<file path="config.mk">
export PLATFORM = sky130hd
export DESIGN_NAME = hbfl_top
export DESIGN_NICKNAME = d
export VERILOG_FILES = /design/src/verilog/hbfl_pkg.sv /design/src/verilog/hbfl_glitch.sv /design/src/verilog/hbfl_lpf.sv /design/src/verilog/hbfl_top.sv
export SDC_FILE = /design/constraint.sdc
export NUM_CORES = 1
export LEC_CHECK = 0
export BUFFER_PORTS_ARGS = -buffer_cell sky130_fd_sc_hd__buf_4
export CORE_ASPECT_RATIO = 0.9
export CORE_MARGIN = 2
export CORE_UTILIZATION = 48
export DETAILED_ROUTE_END_ITERATION = 10
export HOLD_SLACK_MARGIN = 0.1
export PLACE_DENSITY_LB_ADDON = 0.2
export SETUP_SLACK_MARGIN = 0.5
export SYNTH_ARGS = -nofsm -noshare
export SYNTH_HDL_FRONTEND = slang
export SYNTH_SLANG_ARGS = --single-unit
</file>
<file path="constraint.sdc">
create_clock -name clk -period 2.35 [get_ports clk]
set_input_delay 0.47 -clock clk [delete_from_list [all_inputs] [get_ports clk]]
set_output_delay 0.47 -clock clk [all_outputs]
set_load 0.05 [all_outputs]
</file>
<file path="src/verilog/hbfl_pkg.sv">
// Shared constants, types and register map of the half-bridge driver fault logic
package hbfl_pkg;
  localparam int unsigned CLK_PERIOD_NS = 10;
  // Command glitch filter
  localparam int unsigned REJECT_NS = 625;
  localparam int unsigned ACCEPT_NS = 750;
  localparam int unsigned REJECT_CYC = (REJECT_NS + CLK_PERIOD_NS - 1) / CLK_PERIOD_NS;
  localparam int unsigned ACCEPT_CYC = ACCEPT_NS / CLK_PERIOD_NS;
  localparam int unsigned FILT_CYC = (REJECT_CYC + ACCEPT_CYC) / 2;
  // Propagation, dead time and fault-clear hold
  localparam int unsigned PROP_NS = 1400;
  localparam int unsigned PROP_CYC = PROP_NS / CLK_PERIOD_NS;
  localparam int unsigned DEAD_NS = 3300;
  localparam int unsigned DEAD_CYC = DEAD_NS / CLK_PERIOD_NS;
  localparam int unsigned CLEAR_NS = 12200;
  localparam int unsigned CLEAR_CYC = (CLEAR_NS + CLK_PERIOD_NS - 1) / CLK_PERIOD_NS;
  // DC-link low-pass: tau = step * 2^shift
  localparam int unsigned LPF_TAU_NS = 500000;
  localparam int unsigned LPF_SHIFT = 4;
  localparam int unsigned LPF_STEP_CYC = (LPF_TAU_NS / CLK_PERIOD_NS) >> LPF_SHIFT;
  // Sample codes: 1 A, 1 V or 1 degC per LSB
  localparam int unsigned CODE_W = 12;
  localparam int unsigned RATED_MON_A = 2000;
  localparam int unsigned RATED_IC_A = 1500;
  localparam logic [11:0] OC_LEVEL_RST = 12'(RATED_MON_A * 125 / 100);
  localparam logic [11:0] GF_LEVEL_RST = 12'(RATED_IC_A * 30 / 100);
  localparam logic [11:0] OT_POINT_RST = 12'h073;
  localparam logic [11:0] DC_LEVEL_1200 = 12'h3A2;
  localparam logic [11:0] DC_LEVEL_1700 = 12'h4B6;
  // Register byte offsets
  localparam logic [7:0] ADDR_CTRL = 8'h00;
  localparam logic [7:0] ADDR_STATUS = 8'h04;
  localparam logic [7:0] ADDR_OC_LEVEL = 8'h08;
  localparam logic [7:0] ADDR_GF_LEVEL = 8'h0C;
  localparam logic [7:0] ADDR_OT_POINT = 8'h10;
  localparam logic [7:0] ADDR_DC_FILT = 8'h14;
  // Control fields
  localparam int unsigned CTRL_DC_EN_BIT = 0;
  localparam int unsigned CTRL_CLASS_BIT = 1;
  localparam int unsigned CTRL_GF_EN_BIT = 2;
  localparam logic [2:0] CTRL_RST = 3'h1;

  typedef struct packed {
    logic dc;
    logic uv;
    logic ot;
    logic gf;
    logic oc;
  } hbfl_trip_t;

  typedef enum logic [2:0] {
    FS_RUN = 3'b001,
    FS_TRIP = 3'b010,
    FS_HOLD = 3'b100
  } hbfl_fstate_t;
endpackage

</file>
<file path="src/verilog/hbfl_glitch.sv">
// Command glitch filter: output follows input only after it has been stable N cycles
`timescale 1ns/1ns
module hbfl_glitch import hbfl_pkg::*; #(
  parameter int unsigned N = FILT_CYC
) (
  // Clock and reset
  input wire logic clk,
  input wire logic rst_n,
  // Data
  input wire logic din,
  output logic dout
);
  localparam int unsigned CW = $clog2(N + 1);
  localparam logic [CW-1:0] LAST = CW'(N - 1);
  logic [CW-1:0] cnt_q;

  if (N < 2) begin : g_chk
    $error("hbfl_glitch: N must be at least 2");
  end

  always_ff @(posedge clk or negedge rst_n) begin
    if (!rst_n) begin
      cnt_q <= '0;
      dout <= 1'b0;
    end else if (din == dout) begin
      cnt_q <= '0;
    end else if (cnt_q == LAST) begin
      cnt_q <= '0;
      dout <= din;
    end else begin
      cnt_q <= cnt_q + 1'b1;
    end
  end

  // Helper: cycles the input has held its present level
  logic [CW-1:0] run_q;
  logic din_q;
  always_ff @(posedge clk or negedge rst_n) begin
    if (!rst_n) begin
      run_q <= '0;
      din_q <= 1'b0;
    end else begin
      din_q <= din;
      run_q <= (din != din_q) ? '0 : ((run_q == LAST) ? run_q : run_q + 1'b1);
    end
  end
endmodule

</file>
<file path="src/verilog/hbfl_lpf.sv">
// First-order low-pass on a sample code, updated once per step period
`timescale 1ns/1ns
module hbfl_lpf import hbfl_pkg::*; #(
  parameter int unsigned W = CODE_W,
  parameter int unsigned SHIFT = LPF_SHIFT,
  parameter int unsigned STEP = LPF_STEP_CYC
) (
  // Clock and reset
  input wire logic clk,
  input wire logic rst_n,
  // Data
  input wire logic [W-1:0] x,
  output logic [W-1:0] y
);
  localparam int unsigned SW = $clog2(STEP + 1);
  localparam int unsigned AW = W + SHIFT;
  logic [SW-1:0] tick_q;
  logic [AW-1:0] acc_q;

  if (STEP < 1 || SHIFT < 1) begin : g_chk
    $error("hbfl_lpf: STEP and SHIFT must be at least 1");
  end

  assign y = acc_q[AW-1:SHIFT];

  always_ff @(posedge clk or negedge rst_n) begin
    if (!rst_n) begin
      tick_q <= '0;
    end else begin
      tick_q <= (tick_q == SW'(STEP - 1)) ? '0 : tick_q + 1'b1;
    end
  end

  // Accumulator moves 1/2^SHIFT of the error per step, giving tau = STEP * 2^SHIFT
  always_ff @(posedge clk or negedge rst_n) begin
    if (!rst_n) begin
      acc_q <= '0;
    end else if (tick_q == SW'(STEP - 1)) begin
      acc_q <= acc_q + AW'(x) - AW'(y);
    end
  end
endmodule

</file>
<file path="src/verilog/hbfl_top.sv">
// Half-bridge driver control: glitch filter, delay, dead time and fault memory
//
// Design decisions made here: the address map and register access over Wishbone.
`timescale 1ns/1ns
module hbfl_top import hbfl_pkg::*; (
  // Clock and reset
  input wire logic clk,
  input wire logic rst_n,
  // Wishbone classic slave
  input wire logic wb_cyc_i,
  input wire logic wb_stb_i,
  input wire logic wb_we_i,
  input wire logic [7:0] wb_adr_i,
  input wire logic [3:0] wb_sel_i,
  input wire logic [31:0] wb_dat_i,
  output logic [31:0] wb_dat_o,
  output logic wb_ack_o,
  // Command pins from the controller
  input wire logic cmd_top_pin,
  input wire logic cmd_bot_pin,
  // Undervoltage comparator pin, high while the driver supply is too low
  input wire logic supply_low_pin,
  // Sample codes from the converters, same clock
  input wire logic [CODE_W-1:0] current_code,
  input wire logic [CODE_W-1:0] ground_code,
  input wire logic [CODE_W-1:0] temp_code,
  input wire logic [CODE_W-1:0] dc_link_code,
  // Switch drive and fault outputs
  output logic gate_top,
  output logic gate_bot,
  output logic fault_out,
  output logic overtemp_flag_output
);
  localparam int EXTRA_CYC = int'(PROP_CYC) - int'(FILT_CYC) - 2;
  localparam int DEAD_D = int'(DEAD_CYC);
  localparam int unsigned DW = $clog2(DEAD_CYC + 1);
  localparam int unsigned HW = $clog2(CLEAR_CYC + 1);

  if (EXTRA_CYC < 2 || DEAD_CYC < 2 || CLEAR_CYC < 2) begin : g_chk
    $error("hbfl_top: timing constants too small for the pipeline");
  end

  // Byte-lane merge of a 12-bit field
  function automatic logic [11:0] lane_merge(input logic [11:0] old, input logic [31:0] dat,
                                             input logic [3:0] sel);
    logic [11:0] r;
    r = old;
    if (sel[0]) r[7:0] = dat[7:0];
    if (sel[1]) r[11:8] = dat[11:8];
    return r;
  endfunction

  // ---------------- Pin synchronisers ----------------
  logic [2:0] pin_s1_q;
  logic [2:0] pin_s2_q;
  always_ff @(posedge clk or negedge rst_n) begin
    if (!rst_n) begin
      pin_s1_q <= 3'h0;
      pin_s2_q <= 3'h0;
    end else begin
      pin_s1_q <= {supply_low_pin, cmd_bot_pin, cmd_top_pin};
      pin_s2_q <= pin_s1_q;
    end
  end

  // ---------------- Registers ----------------
  logic [2:0] ctrl_q;
  logic [11:0] oc_level_q;
  logic [11:0] gf_level_q;
  logic [11:0] ot_point_q;
  logic [CODE_W-1:0] dc_filt;
  logic wb_req;
  logic wb_wr;
  assign wb_req = wb_cyc_i && wb_stb_i && !wb_ack_o;
  assign wb_wr = wb_req && wb_we_i;

  always_ff @(posedge clk or negedge rst_n) begin
    if (!rst_n) begin
      ctrl_q <= CTRL_RST;
      oc_level_q <= OC_LEVEL_RST;
      gf_level_q <= GF_LEVEL_RST;
      ot_point_q <= OT_POINT_RST;
    end else if (wb_wr) begin
      case (wb_adr_i)
        ADDR_CTRL: begin
          if (wb_sel_i[0]) ctrl_q <= wb_dat_i[2:0];
        end
        ADDR_OC_LEVEL: oc_level_q <= lane_merge(oc_level_q, wb_dat_i, wb_sel_i);
        ADDR_GF_LEVEL: gf_level_q <= lane_merge(gf_level_q, wb_dat_i, wb_sel_i);
        ADDR_OT_POINT: ot_point_q <= lane_merge(ot_point_q, wb_dat_i, wb_sel_i);
        default: ;
      endcase
    end
  end

  // ---------------- Trip sources ----------------
  hbfl_trip_t trip_q;
  logic [11:0] dc_level;
  logic trip_any;
  assign dc_level = ctrl_q[CTRL_CLASS_BIT] ? DC_LEVEL_1700 : DC_LEVEL_1200;
  assign trip_any = |trip_q;

  hbfl_lpf u_dc_lpf (
    .clk(clk),
    .rst_n(rst_n),
    .x(dc_link_code),
    .y(dc_filt)
  );

  always_ff @(posedge clk or negedge rst_n) begin
    if (!rst_n) begin
      trip_q <= '0;
    end else begin
      trip_q.oc <= current_code > oc_level_q;
      trip_q.gf <= ctrl_q[CTRL_GF_EN_BIT] && (ground_code > gf_level_q);
      trip_q.ot <= temp_code >= ot_point_q;
      trip_q.uv <= pin_s2_q[2];
      trip_q.dc <= ctrl_q[CTRL_DC_EN_BIT] && (dc_filt > dc_level);
    end
  end

  // ---------------- Command filter and delay ----------------
  logic [1:0] filt_cmd;
  logic [1:0] dly_cmd;
  logic [1:0] gate;
  logic fault;

  for (genvar i = 0; i < 2; i++) begin : g_ch
    logic [EXTRA_CYC-1:0] sh_q;
    logic [DW-1:0] wait_q;
    logic g_q;
    logic allow;

    hbfl_glitch u_glitch (
      .clk(clk),
      .rst_n(rst_n),
      .din(pin_s2_q[i]),
      .dout(filt_cmd[i])
    );

    always_ff @(posedge clk or negedge rst_n) begin
      if (!rst_n) begin
        sh_q <= '0;
      end else begin
        sh_q <= {sh_q[EXTRA_CYC-2:0], filt_cmd[i]};
      end
    end
    assign dly_cmd[i] = sh_q[EXTRA_CYC-1];

    // Both commands high is refused; waiting restarts whenever the other side conducts
    assign allow = dly_cmd[i] && !dly_cmd[1-i] && !gate[1-i] && !fault;

    always_ff @(posedge clk or negedge rst_n) begin
      if (!rst_n) begin
        wait_q <= '0;
      end else if (!allow) begin
        wait_q <= '0;
      end else if (wait_q != DW'(DEAD_CYC)) begin
        wait_q <= wait_q + 1'b1;
      end
    end

    always_ff @(posedge clk or negedge rst_n) begin
      if (!rst_n) begin
        g_q <= 1'b0;
      end else begin
        // A trip seen at this edge drops the gate together with the fault state
        g_q <= allow && !trip_any && (g_q || wait_q == DW'(DEAD_CYC));
      end
    end
    assign gate[i] = g_q;
  end

  assign gate_top = gate[0];
  assign gate_bot = gate[1];

  // ---------------- Fault memory ----------------
  hbfl_fstate_t fstate_q;
  logic [HW-1:0] hold_q;
  logic ot_flag_q;
  hbfl_trip_t cause_q;
  logic cmds_low;
  logic clear_done;
  assign cmds_low = !filt_cmd[0] && !filt_cmd[1];
  assign clear_done = (hold_q == HW'(CLEAR_CYC - 1));
  assign fault = (fstate_q != FS_RUN);

  always_ff @(posedge clk or negedge rst_n) begin
    if (!rst_n) begin
      fstate_q <= FS_RUN;
    end else begin
      case (fstate_q)
        FS_RUN: if (trip_any) fstate_q <= FS_TRIP;
        FS_TRIP: if (!trip_any && cmds_low) fstate_q <= FS_HOLD;
        FS_HOLD: begin
          if (trip_any || !cmds_low) fstate_q <= FS_TRIP;
          else if (clear_done) fstate_q <= FS_RUN;
        end
        default: fstate_q <= FS_TRIP;
      endcase
    end
  end

  always_ff @(posedge clk or negedge rst_n) begin
    if (!rst_n) begin
      hold_q <= '0;
    end else if (fstate_q == FS_HOLD && !clear_done) begin
      hold_q <= hold_q + 1'b1;
    end else begin
      hold_q <= '0;
    end
  end

  // Flags clear when the hold count completes in the hold phase; a new trip in that cycle wins
  always_ff @(posedge clk or negedge rst_n) begin
    if (!rst_n) begin
      ot_flag_q <= 1'b0;
      cause_q <= '0;
    end else begin
      if (trip_q.ot) ot_flag_q <= 1'b1;
      else if (fstate_q == FS_HOLD && clear_done) ot_flag_q <= 1'b0;
      if (fstate_q == FS_HOLD && clear_done) cause_q <= trip_q;
      else cause_q <= cause_q | trip_q;
    end
  end

  assign fault_out = fault;
  assign overtemp_flag_output = ot_flag_q;

  // ---------------- Wishbone read and acknowledge ----------------
  logic [31:0] rd_data;
  always_comb begin
    rd_data = 32'h0000_0000;
    case (wb_adr_i)
      ADDR_CTRL: rd_data = {29'h0, ctrl_q};
      ADDR_STATUS: rd_data = {18'h0, cause_q, trip_q, gate, ot_flag_q, fault};
      ADDR_OC_LEVEL: rd_data = {20'h0, oc_level_q};
      ADDR_GF_LEVEL: rd_data = {20'h0, gf_level_q};
      ADDR_OT_POINT: rd_data = {20'h0, ot_point_q};
      ADDR_DC_FILT: rd_data = {20'h0, dc_filt};
      default: rd_data = 32'h0000_0000;
    endcase
  end

  always_ff @(posedge clk or negedge rst_n) begin
    if (!rst_n) begin
      wb_ack_o <= 1'b0;
      wb_dat_o <= 32'h0000_0000;
    end else begin
      wb_ack_o <= wb_req;
      if (wb_req && !wb_we_i) wb_dat_o <= rd_data;
    end
  end

  // ---------------- Checks ----------------
  logic [DW-1:0] bot_off_q;
  logic [DW-1:0] top_off_q;
  always_ff @(posedge clk or negedge rst_n) begin
    if (!rst_n) begin
      bot_off_q <= '0;
      top_off_q <= '0;
    end else begin
      bot_off_q <= gate_bot ? '0 : ((bot_off_q == DW'(DEAD_CYC)) ? bot_off_q : bot_off_q + 1'b1);
      top_off_q <= gate_top ? '0 : ((top_off_q == DW'(DEAD_CYC)) ? top_off_q : top_off_q + 1'b1);
    end
  end
endmodule

</file>
# [Yosys cells after proc, flatten, opt, wreduce, memory -nomap -nowiden]
# Index checks and enable logic that the tools add are counted.
[classes] bitwise_logic=3 muxes=20 n_lt_le_gt_ge=4 reduce_logical=48 eq_ne=24 n_addsub=8
[ops] operator="$pmux 14 s6" n=1
[ops] operator="$mux 9" n=4
[ops] operator="$mux 7" n=4
[ops] operator="$gt 12x12->1" n=2
[ops] operator="$reduce_and 3->1" n=8
[ops] operator="$mux 11" n=2
[ops] operator="$logic_and 1x1->1" n=20
[ops] operator="$add 9x1->9 const B" n=2
[ops] operator="$eq 9x9->1 const B" n=2
[ops] operator="$ne 9x9->1 const B" n=2
[ops] operator="$add 16x12->16" n=1
[ops] operator="$eq 8x4->1 const B" n=2
[ops] operator="$eq 8x5->1 const B" n=2
[ops] operator="$sub 16x12->16" n=1
[ops] operator="$add 7x1->7 const B" n=2
[ops] operator="$eq 7x7->1 const B" n=2
[ops] operator="$add 12x1->12 const B" n=1
[ops] operator="$eq 12x12->1 const B" n=1
[ops] operator="$ge 12x12->1" n=1
[ops] operator="$gt 12x11->1" n=1
[ops] operator="$logic_not 1->1" n=12
[ops] operator="$mux 12" n=1
[ops] operator="$mux 3" n=4
[ops] operator="$add 11x1->11 const B" n=1
[ops] operator="other kinds (20)" n=28
[totals] output_inout_bits=37 reg_bits=305

# [Depth between registers and ports, before layout]
# Gate-level depths: netlist (run 1).
[depth] ltp_word=6 mapped_depth=11

# [Cells and area by module]
# From an unflattened synthesis (run 1), not the netlist that was laid out.
[unflattened] hier_cells=1035 area_unflattened_um2=12610.8
[modules_own_cells] module="hbfl_top" n_inst=1 seq_area_each_um2=6100.9 cells_per_inst=695 area_per_inst_um2=9465.3
[modules_own_cells] module="hbfl_lpf" n_inst=1 seq_area_each_um2=700.7 cells_per_inst=270 area_per_inst_um2=2369.8
[modules_own_cells] module="hbfl_glitch" n_inst=2 seq_area_each_um2=200.2 cells_per_inst=35 area_per_inst_um2=387.9

# [Worst setup path before layout (run 1)]
# No wires, ideal clock.
[synth_timing] path_type="input port to flip-flop" from="input port dc_link_code[4]" to="register u_dc_lpf.acc_q[15]" cell_stages=10 t_arrival_ns=2.515 required_ns=2.216 n_path_buf=0 slack_ns=-0.299 setup_time_ns=0.134 path_cell_list="inv_1 fa_1 inv_1 ha_1 nand2_1 o31ai_1 a31oi_1 o41a_1 o211ai_1 nand4b_1"
[synth_via] elab_chain_len=2
[synth_rtl] element="start: declaration" line_no="hbfl_top.sv:27" rtl="input wire logic [CODE_W-1:0] dc_link_code,"
[synth_rtl] element="$add 16x12->16" line_no="hbfl_lpf.sv:39" rtl="acc_q <= acc_q + AW'(x) - AW'(y);"
[synth_rtl] element="$sub 16x12->16" line_no="hbfl_lpf.sv:39"
[synth_rtl] element="end signal: assignment" line_no="hbfl_lpf.sv:39"
[synth_rtl] element="end: declaration" line_no="hbfl_lpf.sv:18" rtl="logic [AW-1:0] acc_q;"
# Every way passes these cells.
# A chain may end at the register's enable or synchronous reset.

# [Worst setup path after layout (run 1)]
[layout_timing] from="register u_dc_lpf.acc_q[5]" to="register u_dc_lpf.acc_q[15]"
[layout_via] elab_chain_len=2
[layout_rtl] element="$add 16x12->16" line_no="hbfl_lpf.sv:39"
[layout_rtl] element="$sub 16x12->16 (*)" line_no="hbfl_lpf.sv:39"
# Every way passes the cells marked *; elsewhere a longest branch is shown, timed or not.

==> impl_metrics.json, run 1 <==
{
  "grt_use_met1": 0.3056,
  "intPower_mw": 7.890,
  "busiest_layer": "met1",
  "placed_cell_area_mm2": 0.01409,
  "first_pass_iters": 4,
  "cts.clk_slew.worst_paths_ps": 70,
  "cp-start-kind": "flip-flop",
  "combPwrFrac": 0.081,
  "port_buffers": 96,
  "ys_top_cells_by_area": "dfrtp_1 55%, ha_1 6.9%, dfstp_2 3.4%",
  "cts_tree": "built",
  "setup_viol": 9,
  "seq_power_share": 0.486,
  "r2r_slack_ps": -210,
  "final_area_mm2": 0.01565,
  "power_switching_mw": 2.393,
  "fmax_mhz": 391.1,
  "clock-sinks": 287,
  "diodes": 0,
  "cp_num_buf_inv": 1,
  "synth_top_area_cell": "dfrtp_1",
  "rsz0062_at_grt": "true",
  "clockRootBuffer": "clkbuf_16",
  "hpwl_um": 18460,
  "area_growth_pct": 27.58,
  "wl_per_cell_um": 16.33,
  "filler_cell_count": 1973,
  "drt-total-wl_um": 26180,
  "gp_congestion": 0.8630,
  "vias": 8117,
  "rows": 55,
  "layout.cells.non_filler": 1603,
  "worst-path-max-fanout": 3,
  "final_nets": 1419,
  "p_clk_frac": 0.433,
  "synth_most_common_cell": "dfrtp_1",
  "finalPower_mw": 10.28,
  "worst_slack_ps": -206.9,
  "overflow": 0,
  "regArea_mm2": 0.007204,
  "drv_slew": 0,
  "post-route-period-util": 1.088,
  "die_y_um": 155.7,
  "drtAntennaViolNets": 0,
  "synth_top_area_frac": 0.5528,
  "ys_ff_latch": 287,
  "switching_share": 0.2327,
  "htreeDepth": 1,
  "ir_drop_v": 0.0005571,
  "status": "complete, but fails checks",
  "worstSetupEndpointType": "flip-flop",
  "drt-initial-drc-count": 491,
  "synthArstFlopShare": 1.000,
  "netlist_area_mm2": 0.01227,
  "fin_worst_skew_ps": 9.322,
  "finish.utilization": 0.6231,
  "grt_max_degree": 63,
  "grt_use_met2": 0.3033,
  "die_area_mm2": 0.02685,
  "critPathKind": "reg2reg",
  "grt_util_met3": 0.02997,
  "drive_gt1_frac": 0.2998,
  "drcViolationCount": 0,
  "cp.required_ps": 2760,
  "cts_buffer_depth": 3,
  "dp_cells": 1534,
  "critPathMaxStageDelay_ps": 500,
  "leakage_nw": 7.621,
  "hold_violations": 0,
  "final.setup.tns_ps": -1045,
  "grt_pass1_wl_um": 43600,
  "path_delay_family": "compound AO/OA/AOI/OAI gates",
  "synth_cell_types": 56,
  "worstPathCellList": "fa_1, inv_2, ha_4, a211oi_4, o31ai_4, a31oi_2, o41a_1, o211ai_1, nand4b_1",
  "synthFlopType": "dfrtp_1",
  "cpMaxStageDelayCell": "fa_1",
  "via_per_inst": 5.064,
  "synth_seq_area_share": 0.5870,
  "synth.avg_cell_area_um2": 11.67,
  "crit_arrival_ps": 2960,
  "synth_edf_count": 0,
  "cap_violations": 0,
  "ios": 137,
  "antenna_found_initial": 0,
  "yosys_warnings": 0,
  "core-area_mm2": 0.02512,
  "place_ws_ps": -374.3,
  "syn_inst": 1051,
  "holdCritPathClass": "in2reg",
  "clk-insertion-delay-late_ps": 540,
  "netlist_top_cells_count": "271 x dfrtp_1, 107 x inv_1, 81 x nor2_1",
  "violations": "negative setup slack",
  "fin_hold_ws_ps": 172.9,
  "fin_crit_ps": 2557,
  "cts_buffers": 28,
  "grt_pass1_vias": 8201,
  "start_util": 0.4884,
  "power_density_mw_per_mm2": 657.0,
  "multi_input_area_mm2": 0.005185,
  "gr-usage-all-layers": 0.2014,
  "die_w_um": 172.5
}
==> flip-flops by register name, indices dropped and copies added (netlist names), 3 cells and up <==
register,cells
oc_level_q,12
hold_q,11
g_ch.u_glitch.cnt_q,14
u_dc_lpf.acc_q,16
cause_q,5
wb_dat_o,14
g_ch.sh_q,138
ctrl_q,3
g_ch.wait_q,18
gf_level_q,12
trip_q,5
ot_point_q,12
u_dc_lpf.tick_q,12
fstate_q,3
pin_s2_q,3
pin_s1_q,3
==> kinds of logic after synthesis <==
kind of cell | share of synthesized area
fa+ha+maj | 0.08893
simple gates | 0.1064
compound gates | 0.08149
other cells | 0.0003057
flops | 0.5870
mux | 0.04722
xor+xnor | 0.03927
buf+inv | 0.04936
==> worst paths after layout <==
check	startpoint	endpoint	depth (start not counted)
min reg2reg	g_ch[1].sh_q[36]	g_ch[1].sh_q[37]	0
max in group asynchronous	rst_n	g_ch[0].sh_q[15]	3
max	u_dc_lpf.acc_q[5]	u_dc_lpf.acc_q[15]	9
max reg2reg	u_dc_lpf.acc_q[5]	u_dc_lpf.acc_q[15]	9
min in group asynchronous	rst_n	g_ch[1].wait_q[5]	2
min	wb_dat_i[7]	gf_level_q[7]	3
==> power by group through the flow <==
stage	registers [mW]	logic, mW	clock network, mW
after floorplan	5.09	0.418	0
after global placement	5.08	0.756	0
after detailed placement	5.09	0.767	0
after CTS	4.99	0.807	4.56
after global routing	4.99	0.924	4.78
final	5.00	0.837	4.45
==> metal layers <==
| layer | part of all wire | vias to the layer above |
|---|---|---|
| met5 | 0 | - |
| met4 | 0.024 | 0 |
| met3 | 0.038 | 38 |
| met2 | 0.44 | 149 |
| met1 | 0.50 | 4032 |
| li1 | - | 3898 |
==> worst min-delay path: cells and delay by family <==
family,cells,cell delay [ps]
and+or+nand+nor,1,50
AOI/OAI and AO/OA,1,50
buffers and inverters,1,130
==> layout make-up <==
cell class | instances | share of cell area
Sequential cell | 287 | 0.4603
Multi-Input combinational cell | 638 | 0.3313
Timing Repair Buffer | 177 | 0.09529
Clock buffer | 37 | 0.04948
Tap cell | 342 | 0.02734
Inverter | 107 | 0.02614
Clock inverter | 15 | 0.01015
==> timing repair <==
item	in CTS	in global routing
pin swaps	23	20
setup buffers	7	5
hold buffers	4	0
setup endpoints to repair	47	50
gates resized for setup	74	50
endpoints found under the hold margin	58	0
gates cloned	1	0
==> cell usage in the layout (no fill, tap or decap), drive strengths merged, types with 9 or more instances in the layout <==
master	Yosys	routed
clkbuf	16	37
a21oi	34	34
inv	107	109
o21ai	56	56
nand3	30	30
and3	9	9
dfrtp	271	271
conb	1	18
mux2i	14	14
nor2	81	81
nand4	15	15
nor3	9	9
a21o	19	19
nand2	79	79
dfstp	16	16
xnor2	26	26
xor2	29	29
fa	12	12
ha	68	68
a22oi	15	15
buf	20	173
mux2	35	35
No activity file was read; power rests on OpenSTA's default activity.
==> inputs of run 2 (changes only) <==
Clock period 2.35 ns to 3.2 ns, I/O delays scaled along.
==> impl_metrics.json, run 2 (same netlist as run 1, synthesis figures left out) <==
{
  "setup_viol": 0,
  "overflow": 0,
  "drt-total-wl_um": 24750,
  "fin_worst_skew_ps": 7.754,
  "wl_per_cell_um": 16.07,
  "r2r_slack_ps": 570,
  "met3_length_um": 1246,
  "drv_slew": 0,
  "die_w_um": 172.5,
  "first_pass_iters": 5,
  "gp_congestion": 0.9016,
  "top_regs": "g_ch.sh_q: 138 flops, g_ch.wait_q: 18 flops, u_dc_lpf.acc_q: 16 flops",
  "die_y_um": 155.7,
  "die_area_mm2": 0.02685,
  "start_util": 0.4884,
  "hold_violations": 0,
  "topRoutingLayerUsed": "met4",
  "wl_met2_um": 11390,
  "grt_max_degree": 82,
  "power_density_mw_per_mm2": 508.8,
  "leakage_nw": 7.172,
  "final_nets": 1357,
  "via_per_inst": 5.074,
  "drtAntennaViolNets": 0,
  "cts_buffer_depth": 3,
  "fin_crit_ps": 2630,
  "cp.required_ps": 3630,
  "cap_violations": 0,
  "cts_buffers": 28,
  "worstMarginPinSlew_ps": 641.1,
  "final.setup.tns_ps": 0,
  "drive_gt1_frac": 0.2062,
  "gr-usage-all-layers": 0.1896,
  "reg2reg_to": "u_dc_lpf.acc_q[13]",
  "cp-start-kind": "flip-flop",
  "rows": 55,
  "rsz0062_at_grt": "false",
  "reg2reg_depth": 9,
  "fmax_mhz": 380.2,
  "timing.rr.start": "u_dc_lpf.acc_q[7]",
  "cts.clk_slew.worst_paths_ps": 60,
  "ios": 137,
  "ir_drop_v": 0.0004047,
  "mostFrequentLayoutCell": "dfrtp_1",
  "crit_arrival_ps": 3060,
  "wl_met1_um": 11740,
  "critPathKind": "reg2reg",
  "holdCritPathClass": "in2async",
  "largest_register_ffs": 138,
  "layout.cells.most_common_list": "265 x dfrtp_1, 111 x buf_4, 106 x inv_1, 81 x nor2_1, 78 x nand2_1",
  "area_growth_pct": 18.63,
  "grt_pass1_vias": 7823,
  "grt_pass1_wl_um": 41080,
  "registers.top_by_ff_count": "g_ch.sh_q",
  "hpwl_um": 17180,
  "vias": 7814,
  "diodes": 0,
  "status": "finished, final reports clean",
  "core-area_mm2": 0.02512,
  "drcViolationCount": 0,
  "maxSlewHeadroom": 0.5726,
  "htreeDepth": 1,
  "cts_tree": "built",
  "worst-path-max-fanout": 6,
  "drt-initial-drc-count": 491,
  "finalPower_mw": 7.405,
  "post-route-period-util": 0.8219,
  "antenna_found_initial": 0,
  "clock-sinks": 287,
  "clk-insertion-delay-late_ps": 540,
  "worstSetupEndpointType": "flip-flop",
  "clockRootBuffer": "clkbuf_16",
  "filler_cell_count": 2076,
  "port_buffers": 96
}
[run 2: cell count changes in the layout (fill, tap and decap cells not counted), moves of 10 or more]
cell     delta
o21ai_0    +25
inv_1      +10
buf_4      -44
o21ai_1    -15
nand2_1    +10
[run 2: area by class of cell]
| type | instances | area (um^2) | share of cell area |
|---|---|---|---|
| Sequential cell | 287 | 7209 | 0.4954 |
| Multi-Input combinational cell | 638 | 4681 | 0.3216 |
| Timing Repair Buffer | 115 | 908.4 | 0.06241 |
| Clock buffer | 35 | 757.0 | 0.05201 |
| Tap cell | 342 | 427.9 | 0.02940 |
| Inverter | 107 | 401.6 | 0.02760 |
| Clock inverter | 16 | 168.9 | 0.01161 |
[run 2: worst max-delay path, stage by stage, from the launching register on]
cell     delay [ps]
dfrtp_2         470
fa_1            560
inv_2            60
ha_4            290
nand2_4          60
o31ai_4         340
nand4_1         250
a21oi_2         190
o21ai_1          70
a31o_2          240
[run 2: worst max path at each step]
stage | startpoint | to | slack (ps) | depth (start not counted)
after floorplan | dc_link_code[8] | u_dc_lpf.acc_q[13] | 500 | 10
after global placement | dc_link_code[1] | u_dc_lpf.acc_q[14] | 170 | 11
after detailed placement | dc_link_code[4] | u_dc_lpf.acc_q[14] | 150 | 11
after CTS | u_dc_lpf.acc_q[4] | u_dc_lpf.acc_q[15] | 530 | 10
after global routing | u_dc_lpf.acc_q[5] | u_dc_lpf.acc_q[14] | 460 | 9
final | u_dc_lpf.acc_q[7] | u_dc_lpf.acc_q[13] | 570 | 9
[run 2: per-stage QoR]
stage	worst slack (ps)	instances	util	hold slack, ps	cell area (um^2)
after floorplan	502.1	1068	-	331.2	12400
after global placement	165.9	1482	0.5369	331.8	13490
after detailed placement	145.4	1482	0.5369	334.7	13490
after CTS	530.8	1533	0.5741	117.5	14420
after global routing	463.0	1540	0.5794	134.7	14550
final	569.8	1540	0.5794	89.69	14550
[run 2: routing by layer]
metal | vias to the layer above | global-route usage
met4 | 0 | 0.03704
met2 | 195 | 0.3022
met5 | - | 0
met1 | 3824 | 0.2779
li1 | 3766 | -
met3 | 29 | 0.03095
[run 2: report_power, final]
group | switching [mW] | leakage [nW] | internal (mW)
Clock | 1.37 | 0.447 | 1.85
Combinational | 0.314 | 2.95 | 0.199
Sequential | 0.0177 | 3.77 | 3.65
Total | 1.70 | 7.17 | 5.70
[run 2: repair_timing]
item                       in CTS  in global routing
gates resized for setup         5                 20
pin swaps                       0                  7
setup buffers                   0                  7
gates cloned                    0                  0
setup endpoints to repair       6                  7
hold buffers                    0                  0
==> inputs of run 3 (changes only) <==
Settings changed: ABC_AREA set to 1.
Clock period 3.2 ns to 2.7 ns, I/O delays scaled along.
==> impl_metrics.json, run 3 <==
{
  "leakage_nw": 8.094,
  "synth_most_common_cell": "nand2_1",
  "post-route-period-util": 0.8420,
  "worstSetupEndpointType": "flip-flop",
  "top_regs": "g_ch.sh_q: 138 flops, g_ch.wait_q: 18 flops, u_dc_lpf.acc_q: 16 flops",
  "hpwl_um": 20640,
  "registers.top_by_ff_count": "g_ch.sh_q",
  "netlist_area_mm2": 0.01278,
  "synthFlopType": "dfrtp_1",
  "hold_violations": 0,
  "diodes": 0,
  "cap_violations": 0,
  "core-area_mm2": 0.02614,
  "fmax_mhz": 439.9,
  "area_growth_pct": 20.44,
  "vias": 9168,
  "worstHoldStart": "wb_dat_i[6]",
  "largest_register_ffs": 138,
  "final_nets": 1687,
  "overflow": 0,
  "cpMaxStageDelayCell": "fa_1",
  "synth_edf_count": 0,
  "synthArstFlopShare": 1.000,
  "grt_max_degree": 71,
  "htreeDepth": 1,
  "critPathKind": "reg2reg",
  "cts_buffers": 28,
  "rows": 56,
  "via_per_inst": 4.892,
  "grt_pass1_wl_um": 46920,
  "fin_worst_skew_ps": 17.30,
  "drt-initial-drc-count": 529,
  "cts.clk_slew.worst_paths_ps": 70,
  "gr-usage-all-layers": 0.2082,
  "layout.cells.most_common_list": "266 x dfrtp_1, 248 x nand2_1, 235 x inv_1, 118 x buf_4, 99 x nand3_1",
  "crit_start": "u_dc_lpf.acc_q[5]",
  "crit_top_cell": "nand2_2",
  "cp.required_ps": 3130,
  "placed_cell_area_mm2": 0.01402,
  "port_buffers": 96,
  "gp_congestion": 0.8572,
  "status": "finished, final reports clean",
  "cp_num_buf_inv": 2,
  "mostFrequentLayoutCell": "dfrtp_1",
  "cp-start-kind": "flip-flop",
  "yosys_warnings": 0,
  "final_area_mm2": 0.01539,
  "synth_top_area_frac": 0.5305,
  "grt_pass1_vias": 9134,
  "drt-total-wl_um": 27980,
  "timing.rr.start": "u_dc_lpf.acc_q[5]",
  "drive_gt1_frac": 0.1828,
  "antenna_found_initial": 0,
  "clk-insertion-delay-late_ps": 540,
  "start_util": 0.4891,
  "first_pass_iters": 5,
  "fin_crit_ps": 2273,
  "syn_inst": 1359,
  "netlist_top_cells_count": "272 x nand2_1, 271 x dfrtp_1, 244 x inv_1",
  "synth.avg_cell_area_um2": 9.406,
  "ir_drop_v": 0.0004767,
  "crit_arrival_ps": 2700,
  "ios": 137,
  "path_delay_family": "adder cells",
  "clock-sinks": 287,
  "die_w_um": 176.0,
  "cts_buffer_depth": 3,
  "die_y_um": 158.8,
  "clockRootBuffer": "clkbuf_16",
  "rsz0062_at_grt": "true",
  "wl_per_cell_um": 14.93,
  "synth_top_area_cell": "dfrtp_1",
  "drcViolationCount": 0,
  "drtAntennaViolNets": 0,
  "die_area_mm2": 0.02795,
  "synth_seq_area_share": 0.5634,
  "ys_top_cells_by_area": "dfrtp_1 53%, nand2_1 8.0%, inv_1 7.2%",
  "worstMarginPinSlew_ps": 584.9,
  "worstPathCellList": "buf_6, fa_1, inv_2, fa_2, nand2_2, nand2_2, nand3b_1, nand2_2, or2_4, nand3_1, o21ai_1",
  "synth_cell_types": 42,
  "final.setup.tns_ps": 0,
  "power_density_mw_per_mm2": 606.2,
  "maxSlewHeadroom": 0.6088,
  "critPathMaxStageDelay_ps": 490,
  "setup_viol": 0,
  "holdCritPathClass": "in2reg",
  "drv_slew": 0,
  "cts_tree": "built",
  "worst-path-max-fanout": 4,
  "ys_ff_latch": 287
}
-- run 3: stage by stage --
step	hold slack (ps)	setup WS [ps]	total power, mW	std cells	util
floorplan	244.4	487.2	4.919	1376	-
global placement	332.5	216.3	5.197	1804	0.5365
detailed placement	334.7	190.7	5.215	1804	0.5365
CTS	195.3	441.0	9.401	1867	0.5824
global route	211.4	267.2	9.732	1874	0.5890
finish	209.2	426.6	9.333	1874	0.5890
-- run 3: worst paths after layout --
path / endpoint / slack [ps] / cells past startpoint
setup / recovery: u_dc_lpf.acc_q[6] / 430 / 11
hold / removal: oc_level_q[6] / 210 / 3
setup reg to reg: u_dc_lpf.acc_q[6] / 430 / 11
hold reg to reg: pin_s2_q[2] / 340 / 0
max in group asynchronous: u_dc_lpf.acc_q[9] / 1360 / 3
min in group asynchronous: gf_level_q[5] / 550 / 2
-- run 3: metal layers --
metal  wire length (um)  vias up  track usage  share of wire
met3               1415       45      0.02778          0.051
met5                  0        -            0              0
met4                643        0      0.05147          0.023
met1              13510     4360       0.3160           0.48
li1                   -     4553            -              -
met2              12410      210       0.3176           0.44
-- run 3: what timing repair did --
| action | 4_1_cts | 5_1_grt |
|---|---|---|
| endpoints found under the hold margin | 53 | 0 |
| cloned | 0 | 0 |
| buffers inserted | 10 | 7 |
| hold buffers | 4 | 0 |
| resized for setup | 22 | 38 |
| setup endpoints to repair | 10 | 11 |
| pin swaps | 9 | 23 |
-- run 3: area by class of cell --
class,count,area [um^2]
fillers,2227,10740
flip-flops and latches,287,7208
multi-input cells,812,4767
repair buffers,132,1077
inverters,246,923.4
clock buffers,40,827.0
well taps,348,435.4
clock inverters,9,156.4
-- run 3: kinds of logic (layout without fill, tap and decap cells) --
logic type / after synthesis / count (layout) / synth area share
other: 1 / 18 / 0.0002934
xor gates and xnor gates: 16 / 16 / 0.01096
AOI/OAI and AO/OA: 159 / 159 / 0.06490
adders and majority gates: 80 / 80 / 0.08536
buffers and inverters: 277 / 427 / 0.08898
and+or+nand+nor: 537 / 537 / 0.1843
muxes: 2 / 2 / 0.001762
DFF: 287 / 287 / 0.5634
-- run 3: report_power, final --
part	total (mW)	switching, mW	internal [mW]	leakage, nW
combinational	0.805	0.508	0.297	3.84
clock	4.13	1.62	2.51	0.484
sequential	4.39	0.0341	4.36	3.77
total	9.33	2.17	7.17	8.09
-- run 3: worst min-delay path: stages --
cell and delay (ps):
buf_4 90, nand2_2 50, o21ai_2 40
